<file path="config.mk">
export PLATFORM = sky130hd
export DESIGN_NAME = adcsq_top
export DESIGN_NICKNAME = d
export VERILOG_FILES = /design/src/common/adcsq_pkg.sv /design/src/hw/adcsq_top.sv /design/src/hw/adcsq_format.sv
export SDC_FILE = /design/constraint.sdc
export NUM_CORES = 1
export LEC_CHECK = 0
export ABC_CLOCK_PERIOD_IN_PS = 10300
export BUFFER_PORTS_ARGS = -buffer_cell sky130_fd_sc_hd__buf_2
export CAP_MARGIN = 0
export CORE_ASPECT_RATIO = 1.5
export CORE_MARGIN = 2
export CORE_UTILIZATION = 30
export DETAILED_ROUTE_END_ITERATION = 8
export HOLD_SLACK_MARGIN = 0.02
export PLACE_DENSITY = 0.47
export SLEW_MARGIN = 5
export SYNTH_ARGS = -nofsm -noshare
export SYNTH_HDL_FRONTEND = slang
export SYNTH_HIERARCHICAL = 1
export SYNTH_SLANG_ARGS = --single-unit
</file>
<file path="constraint.sdc">
create_clock -name i_clock -period 10.3 [get_ports i_clock]
set_clock_uncertainty 0.05 [all_clocks]
set_input_delay 2.575 -clock i_clock [delete_from_list [all_inputs] [get_ports i_clock]]
set_output_delay 2.575 -clock i_clock [all_outputs]
set_load 0.01 [all_outputs]
</file>
<file path="src/common/adcsq_pkg.sv">
// constants shared by the converter sequencing and sync control block
//------------------------------------------------------------
//------------------------------------------------------------
package adcsq_pkg;
    localparam int unsigned NUM_CONV = 16;
    localparam int unsigned RAW_W = 14;
    localparam int unsigned WORD_W = 16;
    localparam int unsigned SEL_W = 5;
    localparam int unsigned ADDR_W = 8;
    localparam int unsigned DATA_W = 32;
    localparam int unsigned PROC_STAGES = 2;
    // register offsets (byte addresses)
    localparam logic [7:0] ADDR_CTRL = 8'h00;
    localparam logic [7:0] ADDR_STATUS = 8'h04;
    // control fields
    localparam int unsigned CTRL_W = 7;
    localparam int unsigned CTRL_RES_LSB = 0;
    localparam int unsigned CTRL_MODE_LSB = 2;
    localparam int unsigned CTRL_BYPASS = 4;
    localparam int unsigned CTRL_MASK = 5;
    localparam int unsigned CTRL_PAT_EN = 6;
    localparam logic [6:0] CTRL_RESET = 7'h00;
    // status fields
    localparam int unsigned STAT_SEEN = 0;
    localparam int unsigned STAT_INVAL = 1;
    localparam int unsigned STAT_DIV = 2;
    localparam int unsigned STAT_ODD = 3;
    localparam int unsigned STAT_FRAME_LSB = 4;
    // resolution codes
    localparam logic [1:0] RES_10 = 2'h0;
    localparam logic [1:0] RES_12 = 2'h1;
    localparam logic [1:0] RES_14 = 2'h2;
    // input mode codes
    localparam logic [1:0] MODE_16 = 2'h0;
    localparam logic [1:0] MODE_32 = 2'h1;
    localparam logic [1:0] MODE_8 = 2'h2;
    // timing counts: invalid window in system clocks, frame wrap in conversion strobes
    localparam logic [2:0] INVALID_CLKS = 3'h6;
    localparam logic [3:0] FRAME_WRAP = 4'hF;
endpackage

</file>
<file path="src/hw/adcsq_top.sv">
// converter sequencing, sync trigger phase reset and output word control
//
// The implementer's own choices: the placing of the registers and the plain strobed port.
`timescale 1ns/1ps
module adcsq_top (
    input wire logic i_clock,
    input wire logic i_rst_n,
    input wire logic i_clk_en,
    input wire logic i_sync_trigger,
    input wire logic [adcsq_pkg::NUM_CONV*adcsq_pkg::RAW_W-1:0] i_conversion_word,
    input wire logic [adcsq_pkg::ADDR_W-1:0] i_addr,
    input wire logic [adcsq_pkg::DATA_W-1:0] i_wr_data,
    input wire logic i_wr,
    input wire logic i_rd,
    output logic [adcsq_pkg::DATA_W-1:0] o_rd_data,
    output logic o_conv_strobe,
    output logic o_odd_sample,
    output logic [adcsq_pkg::NUM_CONV*adcsq_pkg::SEL_W-1:0] o_input_select,
    output logic [3:0] o_frame_phase,
    output logic [adcsq_pkg::WORD_W-1:0] o_test_pattern,
    output logic o_data_invalid,
    output logic [adcsq_pkg::NUM_CONV*adcsq_pkg::WORD_W-1:0] o_processed_word,
    output logic [adcsq_pkg::NUM_CONV-1:0] o_word_valid
);
    import adcsq_pkg::*;

    //------------------------------------------------------------
    // state
    //------------------------------------------------------------
    typedef struct packed {
        logic [2:0] sync;
        logic trig_lvl;
        logic div;
        logic strobe;
        logic odd;
        logic [3:0] frame;
        logic [WORD_W-1:0] pattern;
        logic [2:0] inval_cnt;
        logic inval;
        logic seen;
        logic [CTRL_W-1:0] ctrl;
        logic [DATA_W-1:0] rdata;
        logic [NUM_CONV*SEL_W-1:0] sel;
    } adcsq_top_s;

    adcsq_top_s q;
    adcsq_top_s d;

    logic [1:0] mode;
    logic [1:0] res_eff;
    logic bypass;
    logic masked;
    logic trig_agree;
    logic sync_event;
    logic phase_reset;
    logic [DATA_W-1:0] status;
    logic [NUM_CONV-1:0] lane_valid;

    //------------------------------------------------------------
    // control decode
    //------------------------------------------------------------
    assign mode = q.ctrl[CTRL_MODE_LSB +: 2];
    assign bypass = q.ctrl[CTRL_BYPASS];
    assign masked = q.ctrl[CTRL_MASK];

    always_comb begin
        // the 8-input mode only runs at the lowest resolution
        if (mode == MODE_8) begin
            res_eff = RES_10;
        end else if (q.ctrl[CTRL_RES_LSB +: 2] == RES_12) begin
            res_eff = RES_12;
        end else if (q.ctrl[CTRL_RES_LSB +: 2] == RES_14) begin
            res_eff = RES_14;
        end else begin
            res_eff = RES_10;
        end
    end

    //------------------------------------------------------------
    // trigger detection
    //------------------------------------------------------------
    // stage 0 only feeds stage 1; the level moves once stages 1 and 2 agree
    assign trig_agree = (q.sync[1] == q.sync[2]);
    assign sync_event = trig_agree && q.sync[2] && !q.trig_lvl;
    assign phase_reset = sync_event && !masked;

    always_comb begin
        status = '0;
        status[STAT_SEEN] = q.seen;
        status[STAT_INVAL] = q.inval;
        status[STAT_DIV] = q.div;
        status[STAT_ODD] = q.odd;
        status[STAT_FRAME_LSB +: 4] = q.frame;
    end

    //------------------------------------------------------------
    // next state
    //------------------------------------------------------------
    always_comb begin
        d = q;
        d.sync = {q.sync[1:0], i_sync_trigger};
        if (trig_agree) begin
            d.trig_lvl = q.sync[2];
        end

        // conversion clock: full rate, or system clock halved in 8-input mode
        if (phase_reset) begin
            d.div = 1'b0;
        end else if (mode == MODE_8) begin
            d.div = !q.div;
        end else begin
            d.div = 1'b0;
        end
        d.strobe = (mode != MODE_8) || !d.div;

        // sampling circuit phase: odd first after a reset, then alternate
        if (phase_reset) begin
            d.odd = 1'b1;
        end else if (d.strobe) begin
            d.odd = !q.odd;
        end

        // frame clock phase and test pattern both restart on the trigger
        if (phase_reset) begin
            d.frame = '0;
            d.pattern = '0;
        end else begin
            if (d.strobe) begin
                d.frame = (q.frame == FRAME_WRAP) ? 4'h0 : q.frame + 4'h1;
            end
            d.pattern = q.pattern + 16'h0001;
        end

        // output data flagged bad for the worst case after a phase reset
        if (phase_reset) begin
            d.inval_cnt = INVALID_CLKS;
            d.inval = 1'b1;
        end else if (q.inval_cnt != 3'h0) begin
            d.inval_cnt = q.inval_cnt - 3'h1;
            d.inval = (q.inval_cnt != 3'h1);
        end else begin
            d.inval = 1'b0;
        end

        // input selection for each converter in the sample just coming
        for (int k = 0; k < NUM_CONV; k++) begin
            if (mode == MODE_32) begin
                d.sel[k*SEL_W +: SEL_W] = d.odd ? SEL_W'(2*k) : SEL_W'(2*k+1);
            end else if (mode == MODE_8) begin
                d.sel[k*SEL_W +: SEL_W] = SEL_W'(k/2);
            end else begin
                d.sel[k*SEL_W +: SEL_W] = SEL_W'(k);
            end
        end

        // register port; a new trigger beats a clear in the same cycle
        d.rdata = '0;
        if (i_wr && i_addr == ADDR_CTRL) begin
            d.ctrl = i_wr_data[CTRL_W-1:0];
        end else if (i_wr && i_addr == ADDR_STATUS && i_wr_data[STAT_SEEN]) begin
            d.seen = 1'b0;
        end
        if (sync_event) begin
            d.seen = 1'b1;
        end
        if (i_rd && i_addr == ADDR_CTRL) begin
            d.rdata = {{(DATA_W-CTRL_W){1'b0}}, q.ctrl};
        end else if (i_rd && i_addr == ADDR_STATUS) begin
            d.rdata = status;
        end
    end

    always_ff @(posedge i_clock or negedge i_rst_n) begin
        if (!i_rst_n) begin
            q <= '0;
        end else if (i_clk_en) begin
            q <= d;
        end
    end

    //------------------------------------------------------------
    // converter lanes
    //------------------------------------------------------------
    for (genvar g = 0; g < NUM_CONV; g++) begin : g_lane
        adcsq_format u_fmt (
            .i_clock(i_clock),
            .i_rst_n(i_rst_n),
            .i_clk_en(i_clk_en),
            .i_valid(q.strobe),
            .i_raw(i_conversion_word[g*RAW_W +: RAW_W]),
            .i_res(res_eff),
            .i_bypass(bypass),
            .o_word(o_processed_word[g*WORD_W +: WORD_W]),
            .o_valid(lane_valid[g])
        );
    end

    //------------------------------------------------------------
    // outputs
    //------------------------------------------------------------
    assign o_rd_data = q.rdata;
    assign o_conv_strobe = q.strobe;
    assign o_odd_sample = q.odd;
    assign o_input_select = q.sel;
    assign o_frame_phase = q.frame;
    assign o_test_pattern = q.pattern;
    assign o_data_invalid = q.inval;
    assign o_word_valid = lane_valid;
endmodule

</file>
<file path="src/hw/adcsq_format.sv">
// one converter lane: left-aligns a raw result and runs bypass or processing path
`timescale 1ns/1ps
module adcsq_format (
    input wire logic i_clock,
    input wire logic i_rst_n,
    input wire logic i_clk_en,
    input wire logic i_valid,
    input wire logic [adcsq_pkg::RAW_W-1:0] i_raw,
    input wire logic [1:0] i_res,
    input wire logic i_bypass,
    output logic [adcsq_pkg::WORD_W-1:0] o_word,
    output logic o_valid
);
    import adcsq_pkg::*;

    typedef struct packed {
        logic [PROC_STAGES-1:0] vld;
        logic [PROC_STAGES-1:0][WORD_W-1:0] pipe;
        logic [WORD_W-1:0] word;
        logic valid;
    } adcsq_lane_s;

    adcsq_lane_s q;
    adcsq_lane_s d;
    logic [WORD_W-1:0] aligned;

    always_comb begin
        // raw result sits in the low bits at the chosen width
        case (i_res)
            RES_12: aligned = {i_raw[11:0], 4'h0};
            RES_14: aligned = {i_raw[13:0], 2'h0};
            default: aligned = {i_raw[9:0], 6'h00};
        endcase
        d = q;
        d.vld = {q.vld[PROC_STAGES-2:0], i_valid};
        d.pipe = {q.pipe[PROC_STAGES-2:0], aligned};
        if (i_bypass) begin
            // same cycle as the capture: no stage beyond the output flop
            d.word = aligned;
            d.valid = i_valid;
        end else begin
            d.word = q.pipe[PROC_STAGES-1];
            d.valid = q.vld[PROC_STAGES-1];
        end
    end

    always_ff @(posedge i_clock or negedge i_rst_n) begin
        if (!i_rst_n) begin
            q <= '0;
        end else if (i_clk_en) begin
            q <= d;
        end
    end

    assign o_word = q.word;
    assign o_valid = q.valid;
endmodule

</file>
==> impl_metrics.toml, run 1 <==
[timing]
rsz0062_at_grt = "false"
min_period_over_period_pct = 43.4
timing.hold.ws_ns = 0.428
hold_viol_final = 0
slew_headroom_pct = 39.4
final.min_clock_period_ns = 4.47
max_freq_mhz = 224
final.setup.tns_ns = 0
worst_slew_pin_slew_ns = 0.909
setup_viol = 0
slew_violations = 0

[routing]
drt_wl_total_um = 103000
via_count = 25900
drc = 0
via_per_inst = 4.82
drt_iter0_drc = 1455
wl_per_cell_um = 19.1
antenna_left = 0
drt_first_pass_iters = 4

[critical_path]
rr_worst_depth = 10
critical_path_class = "in2reg"
cp-start-kind = "input port"
crit_fanout = 154
worstPathCellList = "buf_8 -> buf_12 -> buf_4 -> inv_2 -> or3_1 -> o221a_2"
worstPathRequired_ns = 10.81
ff2ff_setup_slack_ns = 6.45
critPathArrivalTime_ns = 4.98
r2r_end = "g_lane[13].u_fmt/o_word[12]"
endpoint_kind = "register"
reg2reg_from = "mode[0]"
cp_slowest_cell = "buf_4"
critPathMaxStageDelay_ns = 0.61

[final_layout]
layout.nets = 3880
layout_commonest_cell = "dfrtp_1"
fill_cells = 13200
drive_above_1_share_pct = 37.4
final_area_sq_um = 43000
final_cell_mix = "dfrtp_1 (776), buf_2 (577), mux2_2 (396), nor2_1 (230), nand2_1 (198)"
area_growth_pct = 9.69

[synth]
synth_seq_cells = 778
syn_area_sq_um = 39200
ys_types = 60
synth_edf_count = 0
ys.flop_type = "dfrtp_1"
syn_inst = 3454
ys_async_sr_fraction_pct = 100
yosysWarnings = 6
synth.avg_cell_area_sq_um = 11.3
synth_seq_area_share_pct = 49.7

[min_path]
min_path_type = "reg2reg"
min_path_cells = 2
hp-start = "g_lane[5].u_fmt/d[45]"
hold_end = "g_lane[5].u_fmt/d[45]"

[die]
core_area_sq_um = 130000
die_area_sq_um = 134000
die_y_um = 447
initial_core_util_pct = 30.2
die_w_um = 299
rows = 162
io_pins = 677

[place]
placed_cell_area_sq_um = 40100
place_congestion = 0.809
dpl.hpwl_um = 70700
numPortBuffers = 579

[clock_network]
clkTransAtPathRegs_ns = 0.07
clk_latency_ns = 0.67
cts.path.max_buffers = 3
cts_tree = "yes"
numCtsBuffers = 85
root_buffer = "clkbuf_16"
numClockSinks = 778
cts_resized = 0
cts_setup_buffers = 0
hold_buffers = 0
htreeDepth = 3

[global_routing]
grt_max_degree = 155
antenna_found_initial = 21
first_global_vias = 26100
gr-total-overflow = 0
grt_pass1_wl_um = 159000
grt_use_total_pct = 15.0

[flow_run]
cap_viol_max_count = 0

[pwr]
finalPower_mw = 7.82
power_density_nw_per_um2 = 182
ir_drop_v = 0.000129
p_leak_nw = 18.7

[outcome]
outcome = "finished clean"
area by class of cell:
type                    count  area, sq um  area share [%]
inverters                 109          409           0.952
clock inverters            37          382           0.888
repair buffers            610         3240            7.54
well taps                1722         2150            5.02
diodes                      7         17.5          0.0408
flip-flops and latches    778        19500            45.3
clock buffers             116         2420            5.64
multi-input cells        1985        14900            34.6
flip-flops by register name, indices dropped and copies added (netlist names), 2 cells and up:
name	count
d	2
g_lane.u_fmt/d	240
g_lane.u_fmt/o_valid	16
g_lane.u_fmt/o_word	224
g_lane.u_fmt/q	240
mode	2
o_frame_phase	4
o_input_select	11
o_rd_data	8
o_test_pattern	16
q	10
cells in the mapped netlist (all sizes together), types with 9 or more instances:
cell type	n	share of area, %
a21oi	26	0.33
nand2	198	1.9
o221a	96	2.8
a31oi	33	0.53
a221o	96	2.5
a22oi	128	3.3
nor3b	35	0.68
conb	17	0.16
nor2	230	2.2
dfrtp	778	50
or3	98	1.6
and2	16	0.26
mux2i	24	0.61
inv	104	1.0
nand3	72	0.95
ha	41	1.3
clkbuf	27	0.26
a221oi	64	1.6
o21ai	274	3.6
buf	610	12
mux2	397	11
nand2b	34	0.54
o2bb2ai	9	0.20
report_power, final:
part           internal (mW)  total, mW  switching (mW)
Sequential              3.38       3.58           0.201
Clock                   1.76       3.10            1.34
Combinational          0.497       1.14           0.640
worst max-delay path: cells and delay by family:
kind	cells	cell delay, ns
and+or+nand+nor	1	0.37
AOI/OAI and AO/OA	1	0.13
buffers and inverters	4	1.76
layer usage:
layer / global-route usage (%) / wire length, um
met4: 4.68 / 2480
met1: 17.9 / 41800
met3: 3.85 / 6740
met5: 0 / 57
met2: 26.3 / 51600
worst max path at each step:
stage               depth (start not counted)     start                         end  slack, ns
CTS                                         6  i_clk_en  g_lane[7].u_fmt/o_word[10]       5.70
detailed placement                          6  i_clk_en  g_lane[7].u_fmt/o_word[10]       4.95
finish                                      6  i_clk_en  g_lane[7].u_fmt/o_word[10]       5.83
floorplan                                  10   mode[0]       g_lane[0].u_fmt/d[39]       6.31
global route                                6  i_clk_en   g_lane[7].u_fmt/o_word[6]       5.55
global placement                            6  i_clk_en   g_lane[7].u_fmt/o_word[7]       4.98
cell families after synthesis:
family,synth area share (%)
xor gates and xnor gates,0.246
DFF,49.7
buffers and inverters,12.9
AOI/OAI and AO/OA,15.0
other,0.163
muxes,12.0
and+or+nand+nor,8.61
adders and majority gates,1.31
per-stage QoR:
stage	utilization, %	instances	setup WS (ns)
final	33.1	5364	5.83
after detailed placement	30.9	5204	4.95
after floorplan	-	3509	6.31
after global routing	33.1	5358	5.55
after global placement	30.9	5204	4.98
after CTS	33.1	5357	5.70
Power figures use the tool's default switching activity.
==> run 2: changes to the inputs <==
--- a/config.mk
+++ b/config.mk
@@ -5,7 +5,7 @@
 export SDC_FILE = /design/constraint.sdc
 export NUM_CORES = 1
 export LEC_CHECK = 0
-export ABC_CLOCK_PERIOD_IN_PS = 10300
+export ABC_CLOCK_PERIOD_IN_PS = 3700
 export BUFFER_PORTS_ARGS = -buffer_cell sky130_fd_sc_hd__buf_2
 export CAP_MARGIN = 0
 export CORE_ASPECT_RATIO = 1.5
@@ -13,7 +13,7 @@
 export CORE_UTILIZATION = 30
 export DETAILED_ROUTE_END_ITERATION = 8
 export HOLD_SLACK_MARGIN = 0.02
-export PLACE_DENSITY = 0.47
+export PLACE_DENSITY = 0.49
 export SLEW_MARGIN = 5
 export SYNTH_ARGS = -nofsm -noshare
 export SYNTH_HDL_FRONTEND = slang
==> constraint.sdc (replaced) <==
create_clock -name i_clock -period 3.7 [get_ports i_clock]
set_clock_uncertainty 0.05 [all_clocks]
set_input_delay 0.925 -clock i_clock [delete_from_list [all_inputs] [get_ports i_clock]]
set_output_delay 0.925 -clock i_clock [all_outputs]
set_load 0.01 [all_outputs]
==> run 2 against run 1 <==
Non-clock buffer count up 46. Sequential share of layout area fell by 0.75 points. Setup slack worse by 5.3 ns. Utilization increased by 0.55 points. Critical endpoint is now g_lane[8].u_fmt/o_word[13].
==> impl_metrics.toml, run 2 (same netlist as run 1, synthesis figures left out) <==
[global_routing]
grt_max_degree = 102
grt_use_total_pct = 15.2
gr-total-overflow = 0
grt_pass1_wl_um = 159000
antenna_found_initial = 15
first_global_vias = 26100

[clock_network]
hold_buffers = 0
numClockSinks = 778
cts.path.max_buffers = 3
clk_latency_ns = 0.66
root_buffer = "clkbuf_16"
clkTransAtPathRegs_ns = 0.06
cts_setup_buffers = 0
numCtsBuffers = 84
cts_tree = "yes"
cts_resized = 0
htreeDepth = 3

[routing]
via_per_inst = 4.81
via_count = 26000
drc = 0
dr_wl_met3_um = 5520
m1WireLength_um = 41400
drt_iter0_drc = 1316
top_layer_used = "met5"
drt_first_pass_iters = 6
wl_met2_um = 52800
antenna_left = 0
drt_wl_total_um = 103000
wl_per_cell_um = 19.1

[timing]
final.setup.tns_ns = 0
setup_slack_ns = 0.497
hold_viol_final = 0
setup_viol = 0
max_freq_mhz = 312
final.min_clock_period_ns = 3.20
slew_violations = 0
rsz0062_at_grt = "false"
worst_slew_pin_slew_ns = 0.847
slew_headroom_pct = 43.5
min_period_over_period_pct = 86.6

[critical_path]
crit_fanout = 32
cp-start-kind = "register"
worstPathRequired_ns = 4.15
rr_worst_depth = 9
critical_path_class = "reg2reg"
critPathArrivalTime_ns = 3.65
endpoint_kind = "register"

[final_layout]
fill_cells = 13100
layout_commonest_cell = "dfrtp_1"
final_cell_mix = "dfrtp_1 (776), buf_2 (577), mux2_2 (396), nor2_1 (230), nand2_1 (198)"
layout.nets = 3925
drive_above_1_share_pct = 38.3
area_growth_pct = 11.5

[pwr]
p_sw_share_pct = 26.8
ir_drop_v = 0.000519
internal_power_mw = 16.3
clockPowerShare_pct = 40.6
share_comb_of_total_power_pct = 14.4
p_leak_nw = 19.1
power_density_nw_per_um2 = 510
power.switching_mw = 5.96
power_frac_seq_pct = 44.9

[place]
dpl.hpwl_um = 73100
numPortBuffers = 579
dpl_worst_slack_ns = 0.502
place_congestion = 0.846

[outcome]
outcome = "finished clean"

[min_path]
min_path_type = "in2async"

[flow_run]
cap_viol_max_count = 0

[die]
die_area_sq_um = 134000
die_y_um = 447
initial_core_util_pct = 30.2
io_pins = 677
rows = 162
die_w_um = 299
core_area_sq_um = 130000
## run 2: cell count changes in the layout (fill, tap and decap cells not counted), moves of 4 or more
cell       change
bufinv_16      +8
clkbuf_1       -5
buf_12        +14
buf_4         +32
clkbuf_8       +4
## run 2: power by group through the flow
stage	registers, mW	clock network, mW	logic (mW)
3_5_place_dp	10.2	0	3.29
4_1_cts	10.0	9.41	3.30
2_1_floorplan	9.97	0	2.51
6_report	10.0	9.05	3.22
3_3_place_gp	10.1	0	3.26
5_1_grt	10.1	9.74	3.59
## run 2: critical path, stage by stage, from the launching register on
cell and delay (ns):
dfrtp_1 0.39, inv_1 0.08, ha_1 0.33, nor3b_4 0.26, buf_12 0.33, inv_1 0.08
ha_1 0.64, clkinv_1 0.27, o21ai_0 0.43, a221oi_1 0.16
## run 2: path summary, 6_finish.rpt
kind                                       start                         end  slack (ns)
min in group i_clock       g_lane[6].u_fmt/d[47]       g_lane[6].u_fmt/d[47]        0.43
max reg2reg                              mode[0]  g_lane[8].u_fmt/o_word[13]        0.50
min                                      i_rst_n       g_lane[0].u_fmt/q[48]        0.24
max in group asynchronous                i_rst_n  g_lane[14].u_fmt/o_word[3]        2.43
max                                      mode[0]  g_lane[8].u_fmt/o_word[13]        0.50
min reg2reg                g_lane[6].u_fmt/d[47]       g_lane[6].u_fmt/d[47]        0.43
## run 2: metal layers
layer,vias up,track usage (%)
li1,12200,-
met1,13000,17.6
met2,672,26.8
met3,179,3.28
met4,6,6.33
met5,-,0
## run 2: through the flow
step / instance area [sq um] / cells / hold WS [ns] / power (mW) / utilization (%)
floorplan: 39400 / 3509 / 0.398 / 12.5 / -
global placement: 40700 / 5250 / 0.411 / 13.4 / 31.3
detailed placement: 40700 / 5250 / 0.418 / 13.5 / 31.3
finish: 43700 / 5411 / 0.239 / 22.3 / 33.7
global route: 43700 / 5411 / 0.238 / 23.5 / 33.7
CTS: 43700 / 5403 / 0.206 / 22.7 / 33.7
## run 2: area by class of cell
class	instances	area, sq um	share of cell area, %
Antenna cell	8	20.0	0.0458
Multi-Input combinational cell	1985	14900	34.0
Clock inverter	39	554	1.27
Tap cell	1722	2150	4.93
Inverter	109	409	0.937
Timing Repair Buffer	656	3760	8.61
Sequential cell	778	19500	44.6
Clock buffer	114	2440	5.58
